**src/rtl/sleep_entry_defs.svh**
```systemverilog
// timing and code constants for the sleep-entry target path
`ifndef SLEEP_ENTRY_DEFS_SVH
`define SLEEP_ENTRY_DEFS_SVH
`define SLP_CLK_PERIOD_NS 50
`define SLP_REC_TIME_US 400
`define SLP_REC_CYCLES ((`SLP_REC_TIME_US * 1000) / `SLP_CLK_PERIOD_NS)
`define SLP_ENTRY_TIME_NS 1000
`define SLP_ENTRY_CYCLES ((`SLP_ENTRY_TIME_NS + `SLP_CLK_PERIOD_NS - 1) / `SLP_CLK_PERIOD_NS)
`define SLP_RSVD_FIRST 8'hf8
`define SLP_RSVD_LAST 8'h86
`define SLP_CNT_W 16
`endif

```
**src/rtl/sleep_entry_pkg.sv**
```systemverilog
// types shared by the sleep-entry target path
package sleep_entry_pkg;
  typedef struct packed {
    logic scl;
    logic sda;
  } bus_lines_t;

  typedef enum logic [5:0] {
    ST_IDLE = 6'h01,
    ST_RECV = 6'h02,
    ST_ACK = 6'h04,
    ST_SKIP = 6'h08,
    ST_SLEEP = 6'h10,
    ST_WAKE = 6'h20
  } seq_state_t;
endpackage

```
**src/rtl/sync2.sv**
```systemverilog
// two-flop synchroniser for one pin level
`timescale 1ns/1ps
module sync2 (
  input wire logic i_clock, // system clock
  input wire logic i_sys_rst, // synchronous reset
  input wire logic i_async, // pin level
  output logic o_sync // synchronised level
);
  logic meta;

  always_ff @(posedge i_clock)
  begin
    if (i_sys_rst)
    begin
      meta <= 1'b1;
      o_sync <= 1'b1;
    end
    else
    begin
      meta <= i_async;
      o_sync <= meta;
    end
  end
endmodule // sync2

```
**src/rtl/i2c_sleep_entry_ack.sv**
```systemverilog
// sleep-command entry path of a two-wire bus target
// Overview of operation
// - ack the final reserved id, release data after ninth rising clock edge
// - start sleep entry at ninth rising edge; release data when the entry delay in sleep ends
// - data rising while clock high counts as STOP; release may cause one
// - sleep entry completes without any following STOP
// - after wake, ready for bus accesses within at most 400 us
`timescale 1ns/1ps
`include "sleep_entry_defs.svh"
module i2c_sleep_entry_ack
  import sleep_entry_pkg::*;
(
  input wire logic i_clock, // 20 MHz system clock
  input wire logic i_sys_rst, // synchronous reset, active high
  input wire logic i_scl, // bus clock pin
  input wire logic i_sda, // bus data pin level
  input wire logic [6:0] i_own_addr, // our 7-bit target address
  input wire logic i_wake, // wake request (pulse)
  output logic o_sda_out, // data pin output value
  output logic o_sda_oe_n, // data pin enable, low while driving
  output logic o_asleep, // device in sleep state
  output logic o_ready, // device ready for bus accesses
  output logic o_stop_seen, // stop condition detected (pulse)
  output logic o_sleep_req // sleep entry started (pulse)
);
  bus_lines_t pin;
  bus_lines_t prev;
  seq_state_t state;
  seq_state_t next_state;
  logic [3:0] bit_cnt;
  logic [7:0] shreg;
  logic [1:0] phase;
  logic ack_now;
  logic is_last;
  logic [`SLP_CNT_W-1:0] timer;
  logic scl_rise;
  logic scl_fall;
  logic start_cond;
  logic stop_cond;
  logic byte_done;
  logic [7:0] rx_byte;
  logic scl_sync;
  logic sda_sync;

  sync2 u_sync_scl (
    .i_clock(i_clock),
    .i_sys_rst(i_sys_rst),
    .i_async(i_scl),
    .o_sync(scl_sync)
  );

  sync2 u_sync_sda (
    .i_clock(i_clock),
    .i_sys_rst(i_sys_rst),
    .i_async(i_sda),
    .o_sync(sda_sync)
  );

  assign pin = '{scl: scl_sync, sda: sda_sync};

  always_ff @(posedge i_clock)
  begin
    if (i_sys_rst)
      prev <= '{scl: 1'b1, sda: 1'b1};
    else
      prev <= pin;
  end

  assign scl_rise = pin.scl & ~prev.scl;
  assign scl_fall = ~pin.scl & prev.scl;
  assign start_cond = pin.scl & prev.scl & prev.sda & ~pin.sda;
  assign stop_cond = pin.scl & prev.scl & ~prev.sda & pin.sda;
  assign rx_byte = {shreg[6:0], pin.sda};
  assign byte_done = scl_rise && bit_cnt == 4'd7;

  // bit counter and shifter; ninth rising edge is the ack edge
  always_ff @(posedge i_clock)
  begin
    if (i_sys_rst || start_cond)
    begin
      bit_cnt <= 4'd0;
      shreg <= 8'h00;
    end
    else if (scl_rise)
    begin
      if (bit_cnt == 4'd8)
        bit_cnt <= 4'd0;
      else
      begin
        bit_cnt <= bit_cnt + 4'd1;
        shreg <= rx_byte;
      end
    end
  end

  // sequence: reserved id, our address, restart, final reserved id
  always_ff @(posedge i_clock)
  begin
    // bus traffic is ignored while asleep or recovering
    if (i_sys_rst || stop_cond || state == ST_SLEEP || state == ST_WAKE)
      phase <= 2'd0;
    else if (start_cond && phase == 2'd2)
      phase <= 2'd2;
    else if (byte_done)
    begin
      if (phase == 2'd0 && rx_byte == `SLP_RSVD_FIRST)
        phase <= 2'd1;
      else if (phase == 2'd1 && rx_byte[7:1] == i_own_addr)
        phase <= 2'd2;
      else if (phase == 2'd2 && rx_byte == `SLP_RSVD_LAST)
        phase <= 2'd3;
      else
        phase <= 2'd0;
    end
  end

  always_comb
  begin
    ack_now = 1'b0;
    is_last = 1'b0;
    if (byte_done)
    begin
      ack_now = (phase == 2'd0 && rx_byte == `SLP_RSVD_FIRST)
        || (phase == 2'd1 && rx_byte[7:1] == i_own_addr)
        || (phase == 2'd2 && rx_byte == `SLP_RSVD_LAST);
      is_last = phase == 2'd2 && rx_byte == `SLP_RSVD_LAST;
    end
  end

  always_comb
  begin
    next_state = state;
    unique case (state)
      ST_IDLE:
        if (start_cond)
          next_state = ST_RECV;
      ST_RECV:
        if (stop_cond)
          next_state = ST_IDLE;
        else if (byte_done)
          next_state = ack_now ? ST_ACK : ST_SKIP;
      ST_SKIP:
        if (stop_cond)
          next_state = ST_IDLE;
        else if (scl_rise)
          next_state = ST_RECV;
      ST_ACK:
        if (scl_rise && phase == 2'd3)
          next_state = ST_SLEEP;
        else if (scl_rise)
          next_state = ST_RECV;
      ST_SLEEP:
        if (i_wake)
          next_state = ST_WAKE;
      ST_WAKE:
        if (timer == '0)
          next_state = ST_IDLE;
      default:
        next_state = ST_IDLE;
    endcase
  end

  always_ff @(posedge i_clock)
  begin
    if (i_sys_rst)
      state <= ST_IDLE;
    else
      state <= next_state;
  end

  // entry delay while in sleep; recovery countdown after wake
  always_ff @(posedge i_clock)
  begin
    if (i_sys_rst)
      timer <= '0;
    else if (state == ST_ACK && next_state == ST_SLEEP)
      timer <= `SLP_CNT_W'(`SLP_ENTRY_CYCLES);
    else if (state == ST_SLEEP && next_state == ST_WAKE)
      timer <= `SLP_CNT_W'(`SLP_REC_CYCLES - 1);
    else if (timer != '0)
      timer <= timer - `SLP_CNT_W'(1);
  end

  // ack held low past the ninth rising edge; freed when the 20-cycle entry delay in sleep ends
  always_ff @(posedge i_clock)
  begin
    if (i_sys_rst)
    begin
      o_sda_out <= 1'b1;
      o_sda_oe_n <= 1'b1;
    end
    else if (state == ST_RECV && byte_done && ack_now)
    begin
      o_sda_out <= 1'b0;
      o_sda_oe_n <= 1'b1;
    end
    else if (state == ST_ACK && scl_fall)
    begin
      o_sda_out <= 1'b0;
      o_sda_oe_n <= 1'b0;
    end
    else if (state == ST_SLEEP && timer <= `SLP_CNT_W'(1))
    begin
      o_sda_out <= 1'b1;
      o_sda_oe_n <= 1'b1;
    end
    // ordinary acks end on the ninth falling edge, so no stop is faked
    else if (state == ST_IDLE || state == ST_WAKE
      || ((state == ST_RECV || state == ST_SKIP) && scl_fall))
    begin
      o_sda_out <= 1'b1;
      o_sda_oe_n <= 1'b1;
    end
  end

  always_ff @(posedge i_clock)
  begin
    if (i_sys_rst)
    begin
      o_asleep <= 1'b0;
      o_ready <= 1'b1;
      o_stop_seen <= 1'b0;
      o_sleep_req <= 1'b0;
    end
    else
    begin
      o_asleep <= next_state == ST_SLEEP;
      o_ready <= next_state != ST_SLEEP && next_state != ST_WAKE;
      o_stop_seen <= stop_cond;
      o_sleep_req <= state == ST_ACK && next_state == ST_SLEEP;
    end
  end
endmodule // i2c_sleep_entry_ack

```
**config.mk**
```make
export PLATFORM = sky130hd
export DESIGN_NAME = i2c_sleep_entry_ack
export DESIGN_NICKNAME = d
export VERILOG_FILES = /design/src/rtl/sleep_entry_pkg.sv /design/src/rtl/sync2.sv /design/src/rtl/i2c_sleep_entry_ack.sv
export VERILOG_INCLUDE_DIRS = /design/src /design/src/rtl
export SDC_FILE = /design/constraint.sdc
export NUM_CORES = 1
export LEC_CHECK = 0
export BUFFER_PORTS_ARGS = -buffer_cell sky130_fd_sc_hd__buf_2
export CAP_MARGIN = 10
export CORE_AREA = 2 2 70 72
export CTS_BUF_LIST = sky130_fd_sc_hd__clkbuf_4
export DETAILED_ROUTE_END_ITERATION = 12
export DIE_AREA = 0 0 72 74
export PLACE_DENSITY = 0.76
export SYNTH_ARGS = -nofsm -noshare
export SYNTH_HDL_FRONTEND = slang
export SYNTH_SLANG_ARGS = --single-unit
```
**constraint.sdc**
```tcl
create_clock -name i_clock -period 1.7 [get_ports i_clock]
set_input_delay 0.255 -clock i_clock [delete_from_list [all_inputs] [get_ports i_clock]]
set_output_delay 0.255 -clock i_clock [all_outputs]
set_load 0.01 [all_outputs]
```
# After elaboration in Yosys (flattened, before gate mapping)
# Cells that the tools add are included.
[totals]
regBits = 47
inputBits = 12
out_inout_bits = 6
elab_cells = 113
[op_classes]
addsub = 2
n_lt_le_gt_ge = 1
n_eq_ne = 18
mux = 24
bitwise_logic = 12
n_reduce_logical = 36
[ops]
columns = ["op", "count"]
rows = [
  ["6-bit 2-to-1 mux", 8],
  ["6-bit one-hot mux with 6 select lines", 1],
  ["13-bit 2-to-1 mux", 2],
  ["8-bit equality test, second input constant", 2],
  ["16-bit by 1-bit less-or-equal comparator with 1-bit output, second input constant", 1],
  ["16-bit logical NOT", 1],
  ["16-bit nonzero test", 1],
  ["16-bit by 1-bit subtractor with 16-bit output, second input constant", 1],
  ["1-bit logical AND", 14],
  ["6-bit by 5-bit equality test with 1-bit output, second input constant", 2],
  ["6-bit equality test, second input constant", 2],
  ["2-bit 2-to-1 mux", 5],
  ["1-bit logical OR", 9],
  ["4-bit 2-to-1 mux", 2],
  ["1-bit AND", 7],
  ["7-bit equality test", 1],
  ["6-bit by 1-bit equality test with 1-bit output, second input constant", 1],
  ["6-bit by 2-bit equality test with 1-bit output, second input constant", 1],
  ["6-bit by 3-bit equality test with 1-bit output, second input constant", 1],
  ["6-bit by 4-bit equality test with 1-bit output, second input constant", 1],
  ["6-bit by 5-bit != test with 1-bit output, second input constant", 1],
  ["6-bit != test, second input constant", 1],
  ["3-bit nonzero test", 2],
  ["2-bit OR reduction", 3],
  ["13 further kinds", 23],
]

# Longest topological paths before layout
# Gate-level depths: netlist (run 1).
[depth]
depth_word = 13
depth_mapped = 7
ltp_nobuf = 7

# Modules after synthesis
# From an unflattened synthesis (run 1), not the netlist that was laid out.
[unflattened]
cells_unflattened = 265
area_unflattened_um2 = 2283.4
[modules_own_cells]
columns = ["module", "instances", "cells_each", "area_per_inst_um2", "seq_area_each_um2"]
rows = [
  ["i2c_sleep_entry_ack", 1, 257, 2178.3, 860.8],
  ["sync2", 2, 4, 52.6, 40.0],
]

# Least setup slack after synthesis (run 1)
# OpenSTA, ideal clock, no wires.
[synth_path]
path_kind = "flip-flop to flip-flop"
start = "register shreg[1]"
end = "register state[2]"
setup_ns = 0.087
t_arrival_ns = 1.469
t_required_ns = 1.613
setup_slack_ns = 0.144
stages_incl_launch_ff = 6
path_buffers = 0
synth_period_minus_slack_ns = 1.556
cell_sequence = "dfxtp_1 > nand4b_1 > or4b_1 > a21oi_2 > nor3_1 > nor4b_2"
[synth_between]
elab_chain_cells = 9
word_cells_on_any_way = 13
classes_between = "eq/ne (3); mux (5); reduce/logical (5)"
[synth_rtl]
columns = ["item", "line", "rtl"]
rows = [
  ["start: declaration", "i2c_sleep_entry_ack.sv:31", "logic [7:0] shreg;"],
  ["start signal: assignment", "i2c_sleep_entry_ack.sv:91", "shreg <= rx_byte;"],
  ["8-bit equality test (no line) or 7-bit equality test (tied branches)", "n/a", ""],
  ["1-bit logical AND (on tied branches)", "n/a", ""],
  ["1-bit logical OR", "i2c_sleep_entry_ack.sv:123", "ack_now = (phase == 2'd0 && rx_byte == `SLP_RSVD_FIRST)"],
  ["1-bit logical OR *", "i2c_sleep_entry_ack.sv:123", ""],
  ["1-bit 2-to-1 mux *", "i2c_sleep_entry_ack.sv:121", "if (byte_done)"],
  ["4-bit 2-to-1 mux *", "i2c_sleep_entry_ack.sv:141", "next_state = ack_now ? ST_ACK : ST_SKIP;"],
  ["6-bit 2-to-1 mux *", "i2c_sleep_entry_ack.sv:140", "else if (byte_done)"],
  ["6-bit 2-to-1 mux *", "i2c_sleep_entry_ack.sv:138", "if (stop_cond)"],
  ["6-bit one-hot mux with 6 select lines *", "i2c_sleep_entry_ack.sv:133", "unique case (state)"],
  ["end signal: assignment", "i2c_sleep_entry_ack.sv:168", "state <= next_state;"],
  ["end: declaration", "i2c_sleep_entry_ack.sv:28", "seq_state_t state;"],
]
# Every way passes the cells marked *; elsewhere a longest branch is shown, timed or not.
# A chain may end at the register's enable or synchronous reset.

# Worst setup path in the final report (run 1)
# Ends and elaborated chain as after synthesis.

==> results of run 1 <==
## cell usage in the layout, fill, tap and decap left out, types with 6 or more instances in the layout
cell      count
nand4b_1      6
nor2_1       24
or2_2         7
nand3b_1      7
nand2_1      21
buf_4        31
buf_2        17
nand3_1      14
xnor2_1      11
xor2_1        9
a21oi_1      24
nor3_1        6
clkbuf_4      6
inv_1         6
nand2b_1      7
dfxtp_1      41
o21ai_1       8
## flip-flops by register name, indices dropped and copies added, names as in the netlist, 2 cells and up
name,count
state,6
timer,16
phase,2
shreg,7
bit_cnt,4
prev,2
## kinds of logic (layout without fill, tap and decap cells)
family,count (synthesis),after routing,synth area share [%]
and+or+nand+nor,133,133,33.4
xor gates and xnor gates,20,20,7.12
DFF,47,47,38.2
buffers and inverters,20,62,3.71
AOI/OAI and AO/OA,60,60,15.0
adders and majority gates,5,5,2.54
## final timing paths
kind	startpoint	slack, ns	cells after the start	end
min	i_scl	0.06	2	u_sync_scl.meta
min reg2reg	u_sync_sda.meta	0.42	1	u_sync_sda.o_sync
max	shreg[1]	0.05	5	state[2]
max reg2reg	shreg[1]	0.05	5	state[2]
## layer usage
layer,vias up,track usage (%)
met3,5,4.74
met5,-,0
met2,68,32.4
met4,0,7.13
met1,1048,30.2
li1,1112,-
## power groups by stage
stage / Sequential (W) / Combinational, W / Clock, W
after floorplan: 0.00148 / 0.00123 / 0
after global placement: 0.00149 / 0.00176 / 0
after detailed placement: 0.00149 / 0.00179 / 0
after CTS: 0.00147 / 0.00180 / 0.000555
after global routing: 0.00151 / 0.00206 / 0.000592
final: 0.00148 / 0.00187 / 0.000538
## per-stage QoR
stage,hold WS (ns),setup slack [ns]
5_1_grt,0.0473,-0.0187
4_1_cts,0.0480,0.00337
2_1_floorplan,0.359,0.144
3_5_place_dp,0.393,0.00850
3_3_place_gp,0.392,0.0965
6_report,0.0611,0.0527
## repair_timing
item                       in CTS  in global routing
pin swaps                       0                  3
gates resized for setup         1                 14
cloned                          0                  0
setup endpoints to repair       1                 18
## layout make-up
class / instances / area share [%]
tap: 54 / 2.34
sequential: 47 / 33.0
clock inverter: 2 / 0.434
clock buffer: 6 / 1.56
inverter: 6 / 0.782
timing repair buffer: 48 / 11.0
multi-input combinational: 218 / 50.8
==> results.toml, run 1 <==
[synthesis]
synth_top_area_share_pct = 38.2
synth_most_common_cell = "dfxtp_1"
synth_edf_count = 0
yosysUniqueCellTypes = 56
yosysTopAreaCell = "dfxtp_1"
synthFlopType = "dfxtp_1"
ys_async_sr_fraction_pct = 0
syn_nets = 302
synth_area_leaders = "dfxtp_1 38%, a21oi_1 4.9%, xnor2_1 3.9%, nor2_1 3.7%, nand2_1 3.2%"
syn_avg_cell_area_um2 = 8.64
yosys_warnings = 0
synth-seq-cells = 47
ys_seq_area_share_pct = 38.2
netlist_area_mm2 = 0.00246
synth_common_cells = "47 x dfxtp_1, 24 x a21oi_1, 24 x nor2_1"
syn_inst = 285

[floorplanning]
die_h_um = 74
rows = 25
coreArea_mm2 = 0.00460
die-width_um = 72
start_util_pct = 53.5
ios = 18
dieArea_mm2 = 0.00533

[setup_path]
crit_path_max_incr_delay_ns = 0.52
critPathBufInv = 0
critPathRequiredTime_ns = 1.98
startpoint_type = "register"
path_cells = "nand4b_1 -> or4b_1 -> a21oi_4 -> nor3_1 -> nor4b_2"
crit_family = "simple AND/OR/NAND/NOR gates"
end_kind = "register"
arrival_ns = 1.93
path_class = "register to register"
cp_slowest_cell = "or4b_1"
path_max_fanout = 4

[layout]
nFillCells = 403
ff_latch_area_um2 = 951
fin_util_pct = 62.7
multi_input_comb_area_mm2 = 0.00147
areaGrowthSynthToFinish_pct = 17.1
drive_above_1_share_pct = 27.5
nNetsFinal = 343
final_cell_area_mm2 = 0.00288
antenna_cells = 0
finalNonFillerCells = 381

[place]
placed_area_mm2 = 0.00278
io_buffers = 17
place_hpwl_um = 3920
dp_cells = 373
gp_congestion = 0.884

[pwr]
power.internal_w = 0.00243
p_switching_w = 0.00146
clockPowerShare_pct = 13.8
switching_share_pct = 37.5
comb_power_share_pct = 48.1
p_total_w = 0.00389
peakVddDrop_mv = 1.11
power_frac_seq_pct = 38.1
power.density_mw_per_mm2 = 1350
p_leak_nw = 1.04

[detailed_routing]
drt_wl_total_um = 5420
drtPass1Iterations = 4
wl_met2_um = 2450
num_vias = 2233
drc = 0
drtIter0Drc = 127
drtAntennaViolNets = 0
wl_met3_um = 299
wl_per_cell_um = 14.2
vias_per_cell = 5.86
drt-met1-wl_um = 2600
topRoutingLayerUsed = "met4"

[global_routing]
grt-ovfl-total = 0
grt_pass1_wl_um = 8920
track_usage_pct = 21.3
antenna_found_initial = 0
grt_pass1_vias = 1925
grt_max_degree = 20

[clock_tree]
cts_made_buffers = 5
cts_setup_buffers = 0
htree_levels = 2
clkSinkCount = 47
cts-root-buf = "clkbuf_4"
cts_tree = "done"
clk_path_buf_depth = 2
path_clk_slew_ns = 0.14
worst_skew_pair.late_latency_ns = 0.37
cts_hold_buf = 0

[timing]
clock-skew-final_ns = 0.0212
final-max-slew-violation-count = 0
max_freq_ghz = 0.607
worst_pin_slew_ns = 0.479
rsz0062_at_grt = "true"
slew_headroom_pct = 68.1
finalCritPeriodShare_pct = 96.9
fin_tns_setup_ns = 0
fin_crit_ns = 1.65
setup-violations-final = 0
finalHoldViolCount = 0

[status]
status = "finished clean"

[min_path]
hp-class = "primary input to register"

[job]
maxCapViolations = 0
No activity file was read; power rests on OpenSTA's default activity.
==> inputs of run 2 (changes only) <==
--- a/config.mk
+++ b/config.mk
@@ -8,11 +8,10 @@
 export LEC_CHECK = 0
 export BUFFER_PORTS_ARGS = -buffer_cell sky130_fd_sc_hd__buf_2
 export CAP_MARGIN = 10
-export CORE_AREA = 2 2 70 72
+export CORE_AREA = 5 5 90 92
 export CTS_BUF_LIST = sky130_fd_sc_hd__clkbuf_4
 export DETAILED_ROUTE_END_ITERATION = 12
-export DIE_AREA = 0 0 72 74
-export PLACE_DENSITY = 0.76
+export DIE_AREA = 0 0 95 97
 export SYNTH_ARGS = -nofsm -noshare
 export SYNTH_HDL_FRONTEND = slang
 export SYNTH_SLANG_ARGS = --single-unit
==> run 2 against run 1 <==
Net effect:
- largest power group unchanged
- combinational power is 2% lower
- worst hold slack better by 0.0045 ns
- clock power is 24% higher
- highest routed layer unchanged
==> results.toml, run 2 (synthesis results as in run 1) <==
[global_routing]
grt_max_degree = 20
grt-ovfl-total = 0
antenna_found_initial = 0
track_usage_pct = 12.5
grt_pass1_vias = 2091
grt_pass1_wl_um = 9490

[layout]
areaGrowthSynthToFinish_pct = 22.1
mostFrequentLayoutCells = "39 x dfxtp_1, 33 x buf_4, 24 x nor2_1, 24 x a21oi_1, 21 x nand2_1"
regMostFlops = "timer"
final_common_cell = "dfxtp_1"
largest_reg_flops = 16
drive_above_1_share_pct = 27.7
reg_top3 = "timer (16), shreg (7), state (6)"
nFillCells = 755
nNetsFinal = 345
antenna_cells = 0

[floorplanning]
ios = 18
die_h_um = 97
dieArea_mm2 = 0.00922
die-width_um = 95
coreArea_mm2 = 0.00714
rows = 31
start_util_pct = 34.5

[detailed_routing]
drtIter0Drc = 111
topRoutingLayerUsed = "met4"
wl_per_cell_um = 13.0
wl_met3_um = 200
num_vias = 2168
drc = 0
drtAntennaViolNets = 0
wl_met2_um = 2670
vias_per_cell = 5.07
drt_wl_total_um = 5570
drt-met1-wl_um = 2650
drtPass1Iterations = 4

[clock_tree]
clkSinkCount = 47
cts-root-buf = "clkbuf_4"
path_clk_slew_ns = 0.14
cts_tree = "done"
worst_skew_pair.late_latency_ns = 0.36
clk_path_buf_depth = 2
htree_levels = 2
cts_made_buffers = 5

[min_path]
hp-class = "primary input to register"
whs_path_depth = 2

[timing]
final.setup.worst_slack_ns = 0.0513
fin_crit_ns = 1.65
rsz0062_at_grt = "true"
finalCritPeriodShare_pct = 97.0
setup-violations-final = 0
finalHoldViolCount = 0
worst_hold_slack_ns = 0.0656
max_freq_ghz = 0.607
clock-skew-final_ns = 0.00526
final-max-slew-violation-count = 0
worst_pin_slew_ns = 0.505
slew_headroom_pct = 66.3

[setup_path]
reg2reg_depth = 5
cp_slowest_cell = "or4_1"
end_kind = "register"
startpoint_type = "register"
arrival_ns = 1.95
crit_path_max_incr_delay_ns = 0.41
critPathRequiredTime_ns = 2.00
path_class = "register to register"
path_cells = "nor3_4 -> and4_4 -> nand3_2 -> or4_1 -> a21oi_1"
path_max_fanout = 5

[place]
gp_congestion = 0.845
place_hpwl_um = 4180
dpl_worst_slack_ns = -0.0293
io_buffers = 17

[pwr]
p_leak_nw = 1.08
peakVddDrop_mv = 0.578
power.density_mw_per_mm2 = 1320

[status]
status = "finished clean"

[job]
maxCapViolations = 0
==> run 2: report_power, final <==
| group | internal, W | switching [W] | total, W |
|---|---|---|---|
| Combinational | 0.000924 | 0.000910 | 0.00183 |
| Sequential | 0.00129 | 0.000171 | 0.00147 |
| Clock | 0.000303 | 0.000364 | 0.000667 |
==> run 2: path summary, 6_finish.rpt <==
kind                        start           endpoint  slack (ns)
setup / recovery         timer[2]          timer[13]        0.05
hold / removal              i_scl    u_sync_scl.meta        0.07
setup reg to reg         timer[2]          timer[13]        0.05
hold reg to reg   u_sync_sda.meta  u_sync_sda.o_sync        0.43
==> run 2: layout make-up <==
| class | instances | area (um2) | area share, % |
|---|---|---|---|
| multi-input combinational | 218 | 1500 | 49.9 |
| sequential | 47 | 951 | 31.7 |
| inverter | 6 | 22.5 | 0.750 |
| tap | 99 | 124 | 4.12 |
| timing repair buffer | 50 | 333 | 11.1 |
| clock inverter | 3 | 38.8 | 1.29 |
| clock buffer | 5 | 37.5 | 1.25 |
==> run 2: metrics by stage <==
stage,instance area (um2),total power (W),TNS [ns],utilization (%),cells
after floorplan,2460,0.00271,0,-,285
after global placement,2830,0.00322,-0.0399,39.6,417
after detailed placement,2830,0.00323,-0.0293,39.6,417
after CTS,2920,0.00394,0,40.9,425
after global routing,3000,0.00428,-0.0818,42.1,428
final,3000,0.00397,0,42.1,428
==> run 2: timing repair <==
| item | in CTS | in global routing |
|---|---|---|
| hold buffers | 0 | 0 |
| pin swaps | 0 | 7 |
| setup endpoints to repair | 3 | 15 |
| buffers inserted | 0 | 3 |
| resized for setup | 3 | 16 |
| hold endpoints to repair | 0 | 0 |
==> run 2: layer usage <==
layer  GRT usage, %  vias up
met5              0        -
met4           2.66        0
met3           2.79        8
met2           21.2       40
met1           15.9     1014
li1               -     1106
==> run 2: worst max-delay path, delay by kind of cell, from the launching register on <==
family / cells / cell delay [ns]
AO/OA/AOI/OAI: 1 / 0.15
AND/OR/NAND/NOR: 4 / 1.07
flip-flops: 1 / 0.36
==> inputs of run 3 (changes only) <==
--- a/config.mk
+++ b/config.mk
@@ -8,10 +8,11 @@
 export LEC_CHECK = 0
 export BUFFER_PORTS_ARGS = -buffer_cell sky130_fd_sc_hd__buf_2
 export CAP_MARGIN = 10
-export CORE_AREA = 5 5 90 92
+export CORE_AREA = 5 5 87 89
 export CTS_BUF_LIST = sky130_fd_sc_hd__clkbuf_4
 export DETAILED_ROUTE_END_ITERATION = 12
-export DIE_AREA = 0 0 95 97
+export DIE_AREA = 0 0 92 94
 export SYNTH_ARGS = -nofsm -noshare
 export SYNTH_HDL_FRONTEND = slang
+export SYNTH_HIERARCHICAL = 1
 export SYNTH_SLANG_ARGS = --single-unit
==> run 3 against run 2 <==
Net effect:
- largest cell class unchanged
- routed wire length decreased by 7.2%
- power is 5.5% lower
- cell count down 7.7%
- sequential cell count stayed put
- clock power shrank 26%
- largest power group unchanged
- worst hold slack better by 0.0084 ns
- sequential share of layout area up 1.9 points
- via count fell by 7.6%
- global-route usage fell by 0.35 points
==> results.toml, run 3 <==
[detailed_routing]
drt_wl_total_um = 5170
num_vias = 2004
drtIter0Drc = 87
drtAntennaViolNets = 0
drc = 0
vias_per_cell = 5.07
drtPass1Iterations = 4
wl_per_cell_um = 13.1

[setup_path]
reg2reg_depth = 5
startpoint_type = "register"
end_kind = "register"
reg2reg_from = "shreg[3]"
critPathRequiredTime_ns = 1.95
arrival_ns = 1.95
crit_start = "shreg[3]"
r2r-end = "o_sda_out"
path_class = "register to register"
rrSetupSlack_ns = 0.004
path_max_fanout = 3
cp-endpoint = "o_sda_out"

[synthesis]
synth_common_cells = "47 x dfxtp_1, 28 x a21oi_1, 27 x nand2_1"
synth-seq-cells = 47
ys_async_sr_fraction_pct = 0
yosysUniqueCellTypes = 50
yosys_warnings = 6
syn_avg_cell_area_um2 = 8.62
ys_seq_area_share_pct = 41.2
syn_inst = 265
synth_edf_count = 0
synthFlopType = "dfxtp_1"
netlist_area_mm2 = 0.00228
synth_most_common_cell = "dfxtp_1"
syn_nets = 282
yosysTopAreaCell = "dfxtp_1"
synth_top_area_share_pct = 41.2
synth_area_leaders = "dfxtp_1 41%, a21oi_1 6.1%, xnor2_1 5.8%, nand2_1 4.4%, nor2_1 4.3%"

[layout]
largest_reg_flops = 16
areaGrowthSynthToFinish_pct = 23.3
regMostFlops = "timer"
mostFrequentLayoutCells = "44 x dfxtp_1, 32 x buf_4, 27 x a21oi_1, 27 x nand2_1, 26 x nor2_1"
reg_top3 = "timer (16), shreg (7), state (6)"
antenna_cells = 0
drive_above_1_share_pct = 25.7
final_common_cell = "dfxtp_1"
nNetsFinal = 332

[job]
maxCapViolations = 0

[global_routing]
grt-ovfl-total = 0
grt_pass1_vias = 1950
grt_max_degree = 14
grt_pass1_wl_um = 8610
track_usage_pct = 12.1
antenna_found_initial = 0

[place]
place_hpwl_um = 3920
dpl_worst_slack_ns = -0.0394
gp_congestion = 0.756
io_buffers = 17

[pwr]
peakVddDrop_mv = 0.405
p_leak_nw = 1.07
p_total_w = 0.00375
power.density_mw_per_mm2 = 1330

[floorplanning]
coreArea_mm2 = 0.00668
ios = 18
rows = 30
die-width_um = 92
die_h_um = 94
start_util_pct = 34.2
dieArea_mm2 = 0.00865

[timing]
rsz0062_at_grt = "true"
max_freq_ghz = 0.590
final.setup.worst_slack_ns = 0.00411
setup-violations-final = 0
clock-skew-final_ns = 0.0187
worst_hold_slack_ns = 0.0739
finalHoldViolCount = 0
final-max-slew-violation-count = 0
worst_pin_slew_ns = 0.489
fin_crit_ns = 1.70
slew_headroom_pct = 67.3
finalCritPeriodShare_pct = 99.8

[clock_tree]
htree_levels = 2
cts_tree = "done"
path_clk_slew_ns = 0.13
cts_made_buffers = 5
cts_hold_buf = 0
clk_path_buf_depth = 2
worst_skew_pair.late_latency_ns = 0.36
cts-root-buf = "clkbuf_4"
clkSinkCount = 47

[min_path]
hp-class = "primary input to register"

[status]
status = "finished clean"
[run 3: changes by cell type after synthesis, moves of 4 or more]
| cell | previous run | this run |
|---|---|---|
| o21ai_1 | 7 | 0 |
| xnor2_1 | 11 | 15 |
| or2_2 | 7 | 3 |
| a21oi_1 | 24 | 28 |
| nand2_1 | 21 | 27 |
| nand3_1 | 15 | 11 |
[run 3: power breakdown]
part	leakage, nW	internal, W	total [W]	switching, W
clock network	0.0285	0.000147	0.000492	0.000344
logic	0.656	0.000926	0.00182	0.000891
registers	0.384	0.00127	0.00144	0.000170
total	1.07	0.00235	0.00375	0.00141
[run 3: final cells by class]
cell class | instances | area (um2)
Fill cell | 691 | 3870
Multi-Input combinational cell | 205 | 1370
Sequential cell | 47 | 945
Timing Repair Buffer | 49 | 325
Tap cell | 80 | 100
Clock buffer | 5 | 37.5
Inverter | 7 | 26.3
Clock inverter | 2 | 8.76
[run 3: how the worst min path moves through the flow]
stage,startpoint,end,slack [ns],depth (start not counted)
5_1_grt,i_sda,u_sync_sda/meta,0.06,2
3_5_place_dp,u_sync_sda/meta,u_sync_sda/o_sync,0.40,1
6_report,i_scl,u_sync_scl/meta,0.07,2
4_1_cts,i_scl,u_sync_scl/meta,0.06,2
2_1_floorplan,i_scl,u_sync_scl/meta,0.35,1
3_3_place_gp,u_sync_scl/meta,u_sync_scl/o_sync,0.39,1
[run 3: cells by family (layout without fill, tap and decap cells)]
logic type | count (synthesis) | after routing | share of synthesized area [%]
buf+inv | 13 | 63 | 2.19
fa+ha+maj | 5 | 5 | 2.74
flops | 47 | 47 | 41.2
mux | 1 | 1 | 0.438
xor+xnor | 21 | 21 | 8.05
compound gates | 53 | 53 | 14.1
simple gates | 125 | 125 | 31.3
[run 3: layer usage]
metal	track usage, %	vias to the layer above	routed length, um
met5	0	-	0
met4	3.96	0	57
met3	2.88	7	109
met2	21.8	12	2670
met1	14.1	940	2330
li1	-	1045	-
[run 3: what timing repair did]
| item | CTS | global route |
|---|---|---|
| pin swaps | 2 | 6 |
| endpoints found under the setup margin | 5 | 17 |
| resized for setup | 3 | 14 |
| setup buffers | 1 | 0 |
[run 3: critical path: stages (launching register included)]
cell	delay, ns
dfxtp_2	0.35
or4b_4	0.54
nor4b_4	0.30
o21a_1	0.19
o21ai_2	0.08
a2bb2oi_1	0.13
[run 3: metrics by stage]
step,utilization [%],area (um2),TNS (ns),cells
2_1_floorplan,-,2290,-0.00532,265
3_3_place_gp,40.2,2680,-0.000936,387
3_5_place_dp,40.2,2680,-0.0593,387
4_1_cts,41.1,2750,-0.0131,395
5_1_grt,42.1,2820,-0.380,395
6_report,42.1,2820,0,395
